==> config.mk <==
export PLATFORM = sky130hd
export DESIGN_NAME = fpt_top
export DESIGN_NICKNAME = d
export VERILOG_FILES = /design/src/fpt_pkg.sv /design/src/fpt_pwm.sv /design/src/fpt_tach.sv /design/src/fpt_top.sv
export VERILOG_INCLUDE_DIRS = /design/src
export SDC_FILE = /design/constraint.sdc
export NUM_CORES = 1
export LEC_CHECK = 0
export BUFFER_PORTS_ARGS = -buffer_cell sky130_fd_sc_hd__buf_2
export CAP_MARGIN = 20
export CORE_ASPECT_RATIO = 1.1
export CORE_MARGIN = 1.5
export CORE_UTILIZATION = 40
export CTS_CLUSTER_DIAMETER = 50
export DETAILED_ROUTE_END_ITERATION = 8
export GPL_ROUTABILITY_DRIVEN = 0
export PLACE_DENSITY = 0.55
export SYNTH_ARGS = -nofsm -noshare
export SYNTH_HDL_FRONTEND = slang
export SYNTH_HIERARCHICAL = 1
export SYNTH_SLANG_ARGS = --single-unit
==> constraint.sdc <==
create_clock -name pclk -period 14.2 [get_ports pclk]
set_input_delay 4.26 -clock pclk [delete_from_list [all_inputs] [get_ports pclk]]
set_output_delay 4.26 -clock pclk [all_outputs]
set_load 0.1 [all_outputs]
==> src/fpt_map.svh <==
`ifndef FPT_MAP_SVH
`define FPT_MAP_SVH

// ------------------------------------------------------------
// timing
// ------------------------------------------------------------
`define FPT_CLK_HZ 250000000
`define FPT_PWM_HZ 156000
`define FPT_PWM_CYC (`FPT_CLK_HZ / `FPT_PWM_HZ)
`define FPT_WIN_S 1
`define FPT_WIN_CYC (`FPT_WIN_S * `FPT_CLK_HZ)
`define FPT_DUTY_MAX 100
`define FPT_FAULT_WINS 5
`define FPT_SEC_PER_MIN 60

// ------------------------------------------------------------
// register offsets
// ------------------------------------------------------------
`define FPT_OFF_CTRL 8'h00
`define FPT_OFF_DUTY 8'h04
`define FPT_OFF_FANCFG 8'h08
`define FPT_OFF_LIMIT 8'h0C
`define FPT_OFF_SPEED 8'h10
`define FPT_OFF_FSTAT 8'h14
`define FPT_OFF_ISTS 8'h18
`define FPT_OFF_IMASK 8'h1C

// ------------------------------------------------------------
// fields and reset values
// ------------------------------------------------------------
`define FPT_CTRL_EN_BIT 0
`define FPT_CFG_PPR_LSB 0
`define FPT_CFG_PRESENT_BIT 4
`define FPT_FSTAT_FAULT_BIT 0
`define FPT_FSTAT_BELOW_BIT 1
`define FPT_INT_FAULT_BIT 0
`define FPT_INT_MEAS_BIT 1
`define FPT_RST_DUTY 7'h00
`define FPT_RST_PPR 2'h0
`define FPT_RST_LIMIT 16'h0000

`endif

==> src/fpt_pkg.sv <==
package fpt_pkg;

  typedef enum logic [2:0] {
    FPT_OK = 3'h1,
    FPT_SLOW = 3'h2,
    FPT_FAULT = 3'h4
  } fpt_flt_e;

  typedef struct packed {
    logic done;
    logic [15:0] rpm;
  } fpt_meas_s;

  typedef struct packed {
    logic [15:0] cnt;
    logic [15:0] high;
    logic out;
  } fpt_pwm_s;

  typedef struct packed {
    logic [1:0] sync;
    logic last;
    logic [31:0] win;
    logic [15:0] trans;
    fpt_meas_s meas;
  } fpt_tach_s;

  typedef struct packed {
    logic en;
    logic [6:0] duty;
    logic [1:0] ppr;
    logic present;
    logic [15:0] limit;
    logic [15:0] speed;
    logic below;
    logic [2:0] fcnt;
    fpt_flt_e flt;
    logic [1:0] ists;
    logic [1:0] mask;
    logic [31:0] prdata;
  } fpt_reg_s;

endpackage

==> src/fpt_pwm.sv <==
`timescale 1ns/1ns
`default_nettype none
`include "fpt_map.svh"

module fpt_pwm #(
  parameter int PERIOD_CYC = `FPT_PWM_CYC
) (
  // clock and reset
  input wire logic pclk,
  input wire logic presetn,
  // control
  input wire logic en,
  input wire logic [6:0] duty,
  // pin
  output logic fan_pwm
);

  fpt_pkg::fpt_pwm_s s_q;
  fpt_pkg::fpt_pwm_s s_d;

  function automatic logic [15:0] high_cyc(input logic [6:0] d);
    logic [23:0] p;
    p = 24'(d) * 24'(PERIOD_CYC);
    return 16'(p / 24'(`FPT_DUTY_MAX));
  endfunction

  // duty only taken at period start so a duty write never makes a runt pulse
  always_comb begin
    s_d = s_q;
    if (s_q.cnt == 16'(PERIOD_CYC - 1)) begin
      s_d.cnt = 16'h0000;
      s_d.high = high_cyc(duty);
    end else begin
      s_d.cnt = s_q.cnt + 16'h0001;
    end
    s_d.out = en && (s_d.cnt < s_d.high);
  end

  always_ff @(posedge pclk or negedge presetn) begin
    if (!presetn) begin
      s_q <= '0;
    end else begin
      s_q <= s_d;
    end
  end

  assign fan_pwm = s_q.out;

  // ------------------------------------------------------------
  // checks
  // ------------------------------------------------------------
  a_pwm_wrap: assert property (@(posedge pclk) disable iff (!presetn)
    s_q.cnt == 16'(PERIOD_CYC - 1) |=> s_q.cnt == 16'h0000)
    else $error("pwm period counter did not wrap");
  a_pwm_full: assert property (@(posedge pclk) disable iff (!presetn)
    en && duty == 7'h64 && s_q.cnt == 16'(PERIOD_CYC - 1) |=> fan_pwm)
    else $error("full duty not high");
  a_pwm_zero: assert property (@(posedge pclk) disable iff (!presetn)
    duty == 7'h00 && s_q.cnt == 16'(PERIOD_CYC - 1) |=> !fan_pwm)
    else $error("zero duty not low");

endmodule

`default_nettype wire

==> src/fpt_tach.sv <==
`timescale 1ns/1ns
`default_nettype none
`include "fpt_map.svh"

module fpt_tach #(
  parameter int WIN_CYC = `FPT_WIN_CYC
) (
  // clock and reset
  input wire logic pclk,
  input wire logic presetn,
  // pin and setup
  input wire logic tach_input,
  input wire logic [1:0] ppr,
  // result
  output fpt_pkg::fpt_meas_s meas
);

  fpt_pkg::fpt_tach_s s_q;
  fpt_pkg::fpt_tach_s s_d;
  logic edge_seen;

  // truncates: speeds below one revolution per window read as zero
  function automatic logic [15:0] to_rpm(input logic [15:0] tr, input logic [1:0] pp);
    logic [15:0] pulses;
    logic [15:0] revs;
    logic [21:0] m;
    pulses = tr >> 1;
    case (pp)
      2'h0: revs = pulses;
      2'h1: revs = pulses >> 1;
      2'h2: revs = pulses / 16'h0003;
      2'h3: revs = pulses >> 2;
      default: revs = pulses;
    endcase
    m = 22'(revs) * 22'(`FPT_SEC_PER_MIN);
    return (m > 22'h00FFFF) ? 16'hFFFF : m[15:0];
  endfunction

  assign edge_seen = s_q.sync[1] ^ s_q.last;

  always_comb begin
    s_d = s_q;
    s_d.sync = {s_q.sync[0], tach_input};
    s_d.last = s_q.sync[1];
    s_d.meas.done = 1'b0;
    if (s_q.win == 32'(WIN_CYC - 1)) begin
      s_d.win = 32'h0000_0000;
      s_d.meas.rpm = to_rpm(s_q.trans, ppr);
      s_d.meas.done = 1'b1;
      s_d.trans = {15'h0000, edge_seen};
    end else begin
      s_d.win = s_q.win + 32'h0000_0001;
      if (edge_seen && s_q.trans != 16'hFFFF) begin
        s_d.trans = s_q.trans + 16'h0001;
      end
    end
  end

  always_ff @(posedge pclk or negedge presetn) begin
    if (!presetn) begin
      s_q <= '0;
    end else begin
      s_q <= s_d;
    end
  end

  assign meas = s_q.meas;

  // ------------------------------------------------------------
  // checks
  // ------------------------------------------------------------
  a_win_restart: assert property (@(posedge pclk) disable iff (!presetn)
    s_q.meas.done |-> s_q.trans <= 16'h0001 && s_q.win == 32'h0000_0000)
    else $error("window did not restart count");

endmodule

`default_nettype wire

==> src/fpt_top.sv <==
`timescale 1ns/1ns
`default_nettype none
`include "fpt_map.svh"

module fpt_top #(
  parameter int WIN_CYC = `FPT_WIN_CYC,
  parameter int PWM_CYC = `FPT_PWM_CYC
) (
  // clock and reset
  input wire logic pclk,
  input wire logic presetn,
  // apb slave
  input wire logic [7:0] paddr,
  input wire logic psel,
  input wire logic penable,
  input wire logic pwrite,
  input wire logic [31:0] pwdata,
  output logic [31:0] prdata,
  output logic pready,
  output logic pslverr,
  // fan pins
  input wire logic tach_input,
  output logic fan_pwm,
  // interrupt
  output logic irq
);

  // ------------------------------------------------------------
  // state
  // ------------------------------------------------------------
  fpt_pkg::fpt_reg_s s_q;
  fpt_pkg::fpt_reg_s s_d;
  fpt_pkg::fpt_meas_s meas;
  logic setup;
  logic access;
  logic wr;
  logic rd_ists;
  logic below_now;
  logic [2:0] fcnt_next;

  function automatic logic addr_ok(input logic [7:0] a);
    case (a)
      `FPT_OFF_CTRL, `FPT_OFF_DUTY, `FPT_OFF_FANCFG, `FPT_OFF_LIMIT,
      `FPT_OFF_SPEED, `FPT_OFF_FSTAT, `FPT_OFF_ISTS, `FPT_OFF_IMASK: return 1'b1;
      default: return 1'b0;
    endcase
  endfunction

  function automatic logic [31:0] rd_word(input logic [7:0] a, input fpt_pkg::fpt_reg_s r);
    logic [31:0] w;
    w = 32'h0000_0000;
    case (a)
      `FPT_OFF_CTRL: w[`FPT_CTRL_EN_BIT] = r.en;
      `FPT_OFF_DUTY: w[6:0] = r.duty;
      `FPT_OFF_FANCFG: begin
        w[`FPT_CFG_PPR_LSB +: 2] = r.ppr;
        w[`FPT_CFG_PRESENT_BIT] = r.present;
      end
      `FPT_OFF_LIMIT: w[15:0] = r.limit;
      `FPT_OFF_SPEED: w[15:0] = r.speed;
      `FPT_OFF_FSTAT: begin
        w[`FPT_FSTAT_FAULT_BIT] = (r.flt == fpt_pkg::FPT_FAULT);
        w[`FPT_FSTAT_BELOW_BIT] = r.below;
      end
      `FPT_OFF_ISTS: w[1:0] = r.ists;
      `FPT_OFF_IMASK: w[1:0] = r.mask;
      default: w = 32'h0000_0000;
    endcase
    return w;
  endfunction

  // ------------------------------------------------------------
  // bus decode
  // ------------------------------------------------------------
  assign setup = psel && !penable;
  assign access = psel && penable;
  assign wr = access && pwrite && addr_ok(paddr);
  assign rd_ists = access && !pwrite && paddr == `FPT_OFF_ISTS;
  assign below_now = meas.rpm < s_q.limit;
  assign fcnt_next = (s_q.fcnt == 3'(`FPT_FAULT_WINS)) ? s_q.fcnt : s_q.fcnt + 3'h1;

  always_comb begin
    s_d = s_q;
    // read data is captured in setup so it is a flop during access
    if (setup) begin
      s_d.prdata = rd_word(paddr, s_q);
    end
    if (wr) begin
      case (paddr)
        `FPT_OFF_CTRL: s_d.en = pwdata[`FPT_CTRL_EN_BIT];
        `FPT_OFF_DUTY: begin
          if (pwdata[7:0] > 8'(`FPT_DUTY_MAX)) begin
            s_d.duty = 7'(`FPT_DUTY_MAX);
          end else begin
            s_d.duty = pwdata[6:0];
          end
        end
        `FPT_OFF_FANCFG: begin
          s_d.ppr = pwdata[`FPT_CFG_PPR_LSB +: 2];
          s_d.present = pwdata[`FPT_CFG_PRESENT_BIT];
        end
        `FPT_OFF_LIMIT: s_d.limit = pwdata[15:0];
        `FPT_OFF_IMASK: s_d.mask = pwdata[1:0];
        default: s_d.mask = s_q.mask;
      endcase
    end
    // only bits actually returned are cleared, so a late event survives
    if (rd_ists) begin
      s_d.ists = s_q.ists & ~s_q.prdata[1:0];
    end
    if (meas.done) begin
      s_d.speed = meas.rpm;
      s_d.below = s_q.present && below_now;
      s_d.ists[`FPT_INT_MEAS_BIT] = 1'b1;
      if (!s_q.present || !below_now) begin
        s_d.fcnt = 3'h0;
        s_d.flt = fpt_pkg::FPT_OK;
      end else begin
        s_d.fcnt = fcnt_next;
        case (s_q.flt)
          fpt_pkg::FPT_OK, fpt_pkg::FPT_SLOW: begin
            if (fcnt_next == 3'(`FPT_FAULT_WINS)) begin
              s_d.flt = fpt_pkg::FPT_FAULT;
              s_d.ists[`FPT_INT_FAULT_BIT] = 1'b1;
            end else begin
              s_d.flt = fpt_pkg::FPT_SLOW;
            end
          end
          fpt_pkg::FPT_FAULT: s_d.flt = fpt_pkg::FPT_FAULT;
          default: s_d.flt = fpt_pkg::FPT_OK;
        endcase
      end
    end
  end

  always_ff @(posedge pclk or negedge presetn) begin
    if (!presetn) begin
      s_q <= '0;
      s_q.duty <= `FPT_RST_DUTY;
      s_q.ppr <= `FPT_RST_PPR;
      s_q.limit <= `FPT_RST_LIMIT;
      s_q.flt <= fpt_pkg::FPT_OK;
    end else begin
      s_q <= s_d;
    end
  end

  // ------------------------------------------------------------
  // outputs
  // ------------------------------------------------------------
  // zero wait states: every access completes in its first cycle
  assign pready = 1'b1;
  assign pslverr = access && !addr_ok(paddr);
  assign prdata = s_q.prdata;
  assign irq = |(s_q.ists & s_q.mask);

  // ------------------------------------------------------------
  // fan pwm and tach
  // ------------------------------------------------------------
  fpt_pwm #(
    .PERIOD_CYC(PWM_CYC)
  ) u_pwm (
    .pclk(pclk),
    .presetn(presetn),
    .en(s_q.en),
    .duty(s_q.duty),
    .fan_pwm(fan_pwm)
  );

  fpt_tach #(
    .WIN_CYC(WIN_CYC)
  ) u_tach (
    .pclk(pclk),
    .presetn(presetn),
    .tach_input(tach_input),
    .ppr(s_q.ppr),
    .meas(meas)
  );

  // ------------------------------------------------------------
  // checks
  // ------------------------------------------------------------
  a_pwm_disabled: assert property (@(posedge pclk) disable iff (!presetn)
    !s_q.en |=> !fan_pwm)
    else $error("pwm active while disabled");

  a_duty_range: assert property (@(posedge pclk) disable iff (!presetn)
    wr && paddr == `FPT_OFF_DUTY |=> s_q.duty <= 7'h64 &&
      (s_q.duty == 7'h64 || s_q.duty == $past(pwdata[6:0])))
    else $error("duty write not taken or not clamped");

  a_speed_update: assert property (@(posedge pclk) disable iff (!presetn)
    meas.done |=> s_q.speed == $past(meas.rpm))
    else $error("speed not updated from window");

  a_cfg_write: assert property (@(posedge pclk) disable iff (!presetn)
    wr && paddr == `FPT_OFF_FANCFG |=>
      s_q.present == $past(pwdata[4]) && s_q.ppr == $past(pwdata[1:0]))
    else $error("fan setup write lost");

  a_fault_five: assert property (@(posedge pclk) disable iff (!presetn)
    $rose(s_q.flt == fpt_pkg::FPT_FAULT) |-> $past(s_q.fcnt) == 3'h4)
    else $error("fault raised before five slow windows");

  a_fault_clear: assert property (@(posedge pclk) disable iff (!presetn)
    meas.done && !below_now |=> s_q.flt == fpt_pkg::FPT_OK && s_q.fcnt == 3'h0)
    else $error("fast window did not clear fault");

  a_limit_write: assert property (@(posedge pclk) disable iff (!presetn)
    wr && paddr == `FPT_OFF_LIMIT |=> s_q.limit == $past(pwdata[15:0]))
    else $error("limit write lost");

  a_status_read: assert property (@(posedge pclk) disable iff (!presetn)
    setup && !pwrite && paddr == `FPT_OFF_FSTAT |=>
      prdata[0] == ($past(s_q.flt) == fpt_pkg::FPT_FAULT))
    else $error("status byte misreports fault");

  a_irq_meas: assert property (@(posedge pclk) disable iff (!presetn)
    meas.done && s_q.mask[1] |=> irq ##1 (irq || $past(rd_ists)))
    else $error("measure interrupt missing");

  a_err_unmapped: assert property (@(posedge pclk) disable iff (!presetn)
    access && !addr_ok(paddr) |-> pslverr && pready)
    else $error("unmapped access not flagged");

  a_ctrl_write: assert property (@(posedge pclk) disable iff (!presetn)
    wr && paddr == `FPT_OFF_CTRL |=> s_q.en == $past(pwdata[`FPT_CTRL_EN_BIT]))
    else $error("enable write lost");

  a_duty_hold: assert property (@(posedge pclk) disable iff (!presetn)
    !(wr && paddr == `FPT_OFF_DUTY) |=> $stable(s_q.duty))
    else $error("duty changed without a write");

  a_duty_read: assert property (@(posedge pclk) disable iff (!presetn)
    setup && !pwrite && paddr == `FPT_OFF_DUTY |=> prdata[6:0] == $past(s_q.duty))
    else $error("duty readback wrong");

  a_meas_flag: assert property (@(posedge pclk) disable iff (!presetn)
    meas.done |=> s_q.ists[`FPT_INT_MEAS_BIT])
    else $error("window end not flagged");

  a_speed_hold: assert property (@(posedge pclk) disable iff (!presetn)
    !meas.done |=> $stable(s_q.speed))
    else $error("speed changed inside a window");

  a_speed_read: assert property (@(posedge pclk) disable iff (!presetn)
    setup && !pwrite && paddr == `FPT_OFF_SPEED |=> prdata[15:0] == $past(s_q.speed))
    else $error("speed readback wrong");

  a_cfg_hold: assert property (@(posedge pclk) disable iff (!presetn)
    !(wr && paddr == `FPT_OFF_FANCFG) |=> $stable(s_q.ppr) && $stable(s_q.present))
    else $error("fan setup changed without a write");

  a_cfg_read: assert property (@(posedge pclk) disable iff (!presetn)
    setup && !pwrite && paddr == `FPT_OFF_FANCFG |=>
      prdata[`FPT_CFG_PRESENT_BIT] == $past(s_q.present))
    else $error("fan present readback wrong");

  a_absent_clear: assert property (@(posedge pclk) disable iff (!presetn)
    meas.done && !s_q.present |=> s_q.flt == fpt_pkg::FPT_OK && !s_q.below)
    else $error("absent fan left a fault");

  a_fault_flag: assert property (@(posedge pclk) disable iff (!presetn)
    $rose(s_q.flt == fpt_pkg::FPT_FAULT) |-> s_q.ists[`FPT_INT_FAULT_BIT])
    else $error("fault event not flagged");

  a_fault_hold: assert property (@(posedge pclk) disable iff (!presetn)
    s_q.flt == fpt_pkg::FPT_FAULT && !meas.done |=> s_q.flt == fpt_pkg::FPT_FAULT)
    else $error("fault dropped inside a window");

  a_fault_count: assert property (@(posedge pclk) disable iff (!presetn)
    s_q.flt == fpt_pkg::FPT_FAULT |-> s_q.fcnt == 3'(`FPT_FAULT_WINS))
    else $error("fault without full slow count");

  a_fcnt_cap: assert property (@(posedge pclk) disable iff (!presetn)
    s_q.fcnt <= 3'(`FPT_FAULT_WINS))
    else $error("slow window count overran");

  a_slow_below: assert property (@(posedge pclk) disable iff (!presetn)
    s_q.flt != fpt_pkg::FPT_OK |-> s_q.below)
    else $error("slow state without below flag");

  a_limit_hold: assert property (@(posedge pclk) disable iff (!presetn)
    !(wr && paddr == `FPT_OFF_LIMIT) |=> $stable(s_q.limit))
    else $error("limit changed without a write");

  a_limit_read: assert property (@(posedge pclk) disable iff (!presetn)
    setup && !pwrite && paddr == `FPT_OFF_LIMIT |=> prdata[15:0] == $past(s_q.limit))
    else $error("limit readback wrong");

  a_below_read: assert property (@(posedge pclk) disable iff (!presetn)
    setup && !pwrite && paddr == `FPT_OFF_FSTAT |=>
      prdata[`FPT_FSTAT_BELOW_BIT] == $past(s_q.below))
    else $error("below flag readback wrong");

  a_ists_clear: assert property (@(posedge pclk) disable iff (!presetn)
    rd_ists && !meas.done |=> (s_q.ists & $past(s_q.prdata[1:0])) == 2'h0)
    else $error("status read did not clear returned bits");

  a_mask_write: assert property (@(posedge pclk) disable iff (!presetn)
    wr && paddr == `FPT_OFF_IMASK |=> s_q.mask == $past(pwdata[1:0]))
    else $error("mask write lost");

  a_unmapped_zero: assert property (@(posedge pclk) disable iff (!presetn)
    setup && !addr_ok(paddr) |=> prdata == 32'h0000_0000)
    else $error("unmapped read not zero");

  a_mapped_ok: assert property (@(posedge pclk) disable iff (!presetn)
    access && addr_ok(paddr) |-> !pslverr)
    else $error("mapped access flagged as error");

  c_slverr: cover property (@(posedge pclk) disable iff (!presetn)
    access && pslverr);

  c_fault: cover property (@(posedge pclk) disable iff (!presetn)
    $rose(s_q.flt == fpt_pkg::FPT_FAULT));
  c_full_duty: cover property (@(posedge pclk) disable iff (!presetn)
    s_q.en && s_q.duty == 7'h64 ##1 fan_pwm);
  c_irq_clear: cover property (@(posedge pclk) disable iff (!presetn)
    irq ##1 rd_ists ##1 !irq);
  c_meas: cover property (@(posedge pclk) disable iff (!presetn)
    meas.done && meas.rpm != 16'h0000);

endmodule

`default_nettype wire

Word level (Yosys, flattened, before mapping)
Memory sizes are Yosys's and may differ from the RTL's.
Index checks and enable logic that the tools add are counted.
{"block": "word_totals", "reg_bits": 171, "romBits": 64, "input_bits": 46, "elab_cells": 112, "memories": 2}
{"memory": "(name not given)", "words": 32, "width": 1, "rd": 1, "rd_clocked_by_memory_dff": 0, "wr": 0, "line_no": "fpt_top.sv:42", "rtl": "case (a)"}
{"memory": "(name not given)", "words": 32, "width": 1, "rd": 1, "rd_clocked_by_memory_dff": 0, "wr": 0, "line_no": "fpt_top.sv:42"}
{"block": "op_classes", "add_sub_neg": 4, "multipliers": 2, "div": 2, "order_cmp": 4, "n_eq_ne": 18, "muxes": 26, "bitwise": 4, "reduce_logical": 28}
{"cell": "16-bit 2-to-1 mux", "count": 5}
{"cell": "16-bit one-hot mux with 4 select lines", "count": 1}
{"cell": "48-bit 2-to-1 mux", "count": 1}
{"cell": "16-bit by 1-bit adder with 16-bit output (second input constant)", "count": 2}
{"cell": "32-bit by 1-bit adder with 32-bit output (second input constant)", "count": 1}
{"cell": "32-bit by 28-bit equality test with 1-bit output (second input constant)", "count": 1}
{"cell": "8-bit by 5-bit equality test with 1-bit output (second input constant)", "count": 4}
{"cell": "16-bit less-than comparator", "count": 2}
{"cell": "18-bit by 7-bit divider with 24-bit output (second input constant)", "count": 1}
{"cell": "22-bit by 16-bit greater-than comparator with 1-bit output (second input constant)", "count": 1}
{"cell": "16-bit by 4-bit multiplier with 20-bit output (second input constant)", "count": 1}
{"cell": "9-bit one-hot mux with 2 select lines", "count": 1}
{"cell": "7-bit by 10-bit multiplier with 17-bit output (second input constant)", "count": 1}
{"cell": "17-bit 2-to-1 mux", "count": 1}
{"cell": "15-bit by 2-bit divider with 16-bit output (second input constant)", "count": 1}
{"cell": "16-bit by 11-bit equality test with 1-bit output (second input constant)", "count": 1}
{"cell": "8-bit by 4-bit equality test with 1-bit output (second input constant)", "count": 2}
{"cell": "16-bit != test (second input constant)", "count": 1}
{"cell": "2-bit one-hot mux with 3 select lines", "count": 2}
{"cell": "1-bit logical AND", "count": 10}
{"cell": "2-bit AND reduction", "count": 5}
{"cell": "3-bit equality test (second input constant)", "count": 3}
{"cell": "8-bit by 3-bit equality test with 1-bit output (second input constant)", "count": 1}
{"cell": "8-bit by 7-bit greater-than comparator with 1-bit output (second input constant)", "count": 1}
{"cell": "other kinds (24)", "count": 38}

Depth between registers and ports, before layout
{"block": "logic_depth", "depth_word": 8, "ltp_mapped": 51, "ltp_nobuf": 42}

Cells and area by module
The synthesis kept the hierarchy.
{"mod": "fpt_tach", "n_inst": 1, "cells_per_inst": 697, "area_per_inst_um2": 5983.2, "seq_area_each_um2": 1676.6}
{"mod": "fpt_pwm", "n_inst": 1, "cells_per_inst": 654, "area_per_inst_um2": 5310.1, "seq_area_each_um2": 825.8}
{"mod": "fpt_top", "n_inst": 1, "cells_per_inst": 380, "area_per_inst_um2": 3836.2, "seq_area_each_um2": 1752.9}

Worst setup path before layout
OpenSTA, ideal clock, no wires.
{"block": "synth_path", "path_kind": "input to output", "startpoint": "in paddr[0]", "endpoint": "out pslverr", "arrival_time_ns": 5.828, "required_ns": 9.940, "path_slack_ns": 4.112, "cell_stages": 4, "cell_sequence": "nor3_2 -> and2_1 -> buf_6 -> nor2_1"}
{"block": "synth_via", "elab_chain_cells": 4}
{"item": "start: declaration", "line_no": "fpt_top.sv:13", "rtl": "input wire logic [7:0] paddr,"}
{"item": "memory 32 x 1 bit"}
{"item": "1-bit 2-to-1 mux", "line_no": "fpt_top.sv:42"}
{"item": "1-bit logical NOT", "line_no": "fpt_top.sv:153", "rtl": "assign pslverr = access && !addr_ok(paddr);"}
{"item": "1-bit logical AND", "line_no": "fpt_top.sv:153"}
{"item": "end: declaration", "line_no": "fpt_top.sv:20", "rtl": "output logic pslverr,"}
No other way between the ends.

==> results.md <==
* Status: finished clean
* Commonest non-fill, non-tap cell in the layout: dfrtp_1
* Synth Warn # at 6
* Int Pwr at 0.00106 W
* Leakage at 7.17 nW
* Number of CTS-inserted buffers at 17
* Max VDD drop at 0.0000842 V
* Share of cells above drive strength 1 at 11.4%
* Footprint of the multi-input gates at 9780 µm²
* Reg clk slew, reported paths at 0.07 ns
* Tmin final at 12.24 ns
* Crit path capture type: flop
* First-pass GRT wire length at 61.7 mm
* Final HPWL DP at 26.8 mm
* Synthesized area at 15100 µm²
* Post-DRT Antenna Nets at 0
* Clk_lat worst skew at 0.43 ns
* Max-slew violation count at 0
* Reg area at 4260 µm²
* CTS tree: done
* DR iter-0 viols at 911
* Slowest-stage cell, CP: dfrtp_1
* Crit path kind: reg -> reg
* Hold Buf Count CTS at 0
* Total Routing Usage GR at 19.1%
* Clock share of power at 27.2%
* Required @ worst endpoint at 14.55 ns
* Die Span X at 188 µm
* RSZ-0062 raised after global routing: no
* Synthesized flop and latch total at 170
* Worst Max-Slew Pin Slew at 1.07 ns
* Final core utilization at 42.8%
* Predominant post-synthesis flop cell: dfrtp_1
* Crit path arrival time at 12.59 ns
* PortBufs at 48
* Area Overhead vs Synth at 5.27%
* Gr ovfl total at 0
* Clock root buffer: clkbuf_16
* Max-cap violation count at 0
* Vias in the first global route at 12.1k
* Layout Cells excl Fill at 2195
* Post-synthesis cell count at 1731
* Critical Path Max Stage Delay at 0.75 ns
* Starting density of the core at 40.6%
* DRC viols at 0
* Tcrit/Tclk final at 86.2%
* Via density per instance at 5.78
* Seq pwr share at 29.7%
* Cells after DPL at 2162
* Top Ports at 82
* Crit-path max FO at 15
* Final-layout fill cell count at 3751
* Yosys cell types at 129
* Post-synth EDFFs at 0
* Die ar. at 39000 µm²
* Vias at 12.7k
* CTS resizes at 0
* Mean Syn Cell Area at 8.74 µm²
* Fmax at 81.7 MHz
* Clock Sink Count at 170
* Switching part of the total at 39.4%
* TritonRoute pass-1 iters at 5
* Worst setup SP type: flop
* FFs w/ async S/R, synth at 100%
* Setup repair bufs after CTS at 0
* Initial antenna violation count at 3
* Htree depth at 4
* Die height at 207 µm
* Hold Path Class: reg -> reg
* Largest net degree at the start of global routing at 61
* Total routed wirelength at 36.5 mm
* Core Box Area at 37200 µm²
* Setup TNS Final at 0 ns
* Final setup fails at 0
* Seq/Total Area, Yosys at 28.1%
* Nets at 1854
* Fin Clk Skew at 0.00875 ns
* Rows at 74
* Clock tree buffer depth at 2
* Wire per inst at 16.6 µm
* Relative slew slack at 28.6%
* Final Hold Fails at 0
* Comb pwr share at 43.0%
* Most frequent cells in the layout: dfrtp_1 (169), nand2_1 (150), nor2_1 (138)
* Critical path's most frequent cell: ha_1
* Switching Power at 0.000690 W
* Power Density at 110 nW/µm²
-- routing by layer --
| metal | vias up | part of all wire (%) | GRT usage [%] |
|---|---|---|---|
| li1 | 6188 | - | - |
| met1 | 6168 | 49 | 26.8 |
| met2 | 282 | 45 | 30.7 |
| met3 | 41 | 3.6 | 2.50 |
| met4 | 0 | 2.0 | 5.81 |
| met5 | - | 0 | 0 |
-- synth_stat cells (10+ instances only) --
cell      instances  area [µm²]
xnor2_1          57         499
or3_1            12        75.1
nand3_1          68         340
nor4_1           14        87.6
mux2_2           22         248
o221ai_1         10        87.6
and2_1           14        87.6
a22oi_1          14         105
o21ai_0         115         576
nand2b_1         14        87.6
ha_1             91        1140
a211oi_1         20         150
mux2i_1          18         180
nor2_1          138         518
clkbuf_1         49         184
nor2b_1          11        68.8
fa_1             30         601
nor3_1           45         225
buf_4            59         443
o21a_1           15         113
xor2_1           41         359
nand2_1         150         563
a22o_1           16         140
nand4_1          22         138
o22ai_1          14        87.6
and3_1           26         163
inv_1            85         319
a21o_1           17         128
a21oi_1          76         380
buf_2            18        90.1
a31oi_1          21         131
dfrtp_1         169        4230
-- worst paths after layout --
check                                    start             end  slack (ns)  cells after the start
worst max-delay path                   s_q[81]   u_pwm/fan_pwm        1.96                     42
worst min-delay path            u_tach/s_d[67]  u_tach/s_d[65]        0.35                      0
worst max register to register         s_q[81]   u_pwm/fan_pwm        1.96                     42
worst min register to register  u_tach/s_d[67]  u_tach/s_d[65]        0.35                      0
max in group asynchronous              presetn  u_tach/s_q[19]        9.22                      2
min in group asynchronous              presetn   u_pwm/s_q[17]        3.79                      1
-- critical path: cells and delay by family (launching register included) --
kind	cells	cell delay (ns)
compound gates	21	5.64
fa+ha+maj	6	1.79
simple gates	8	2.28
xor+xnor	3	1.22
flops	1	0.75
buf+inv	4	0.45
-- logic make-up after synthesis --
| group | count (synthesis) | synth area share [%] |
|---|---|---|
| flops | 170 | 28.1 |
| xor+xnor | 101 | 6.07 |
| mux | 51 | 4.19 |
| buf+inv | 227 | 7.59 |
| fa+ha+maj | 122 | 11.6 |
| simple gates | 580 | 19.5 |
| other cells | 2 | 0.0496 |
| compound gates | 478 | 22.9 |
-- flip-flops by register name (all words and copies together), names as in the netlist --
name	cells
u_tach/meas	16
u_pwm/fan_pwm	1
prdata	16
u_pwm/s_q	32
u_tach/s_d	2
u_tach/s_q	49
s_q	54
-- metrics by stage --
step                      power, W  setup WS (ns)  hold slack [ns]  area (µm²)
after global routing       0.00189           1.01            0.363       15900
after CTS                  0.00176           2.06            0.355       15900
final                      0.00175           1.96            0.352       15900
after detailed placement   0.00127           2.11            0.340       15300
after global placement     0.00127           2.16            0.338       15300
after floorplan            0.00115           4.11            0.331       15200
-- power by group through the flow --
| stage | clock network [W] | logic [W] | registers, W |
|---|---|---|---|
| 5_1_grt | 0.000513 | 0.000853 | 0.000523 |
| 6_report | 0.000477 | 0.000753 | 0.000520 |
| 3_5_place_dp | 0 | 0.000744 | 0.000529 |
| 4_1_cts | 0.000491 | 0.000751 | 0.000520 |
| 3_3_place_gp | 0 | 0.000742 | 0.000529 |
| 2_1_floorplan | 0 | 0.000642 | 0.000508 |
-- area by class of cell --
class	count	share of cell area (%)
multi-input combinational	1349	61.4
sequential	170	26.7
tap	494	3.88
clock buffer	17	2.67
timing repair buffer	61	2.16
inverter	88	2.07
clock inverter	15	1.06
antenna	1	0.0157
No activity file was read; power rests on OpenSTA's default activity.
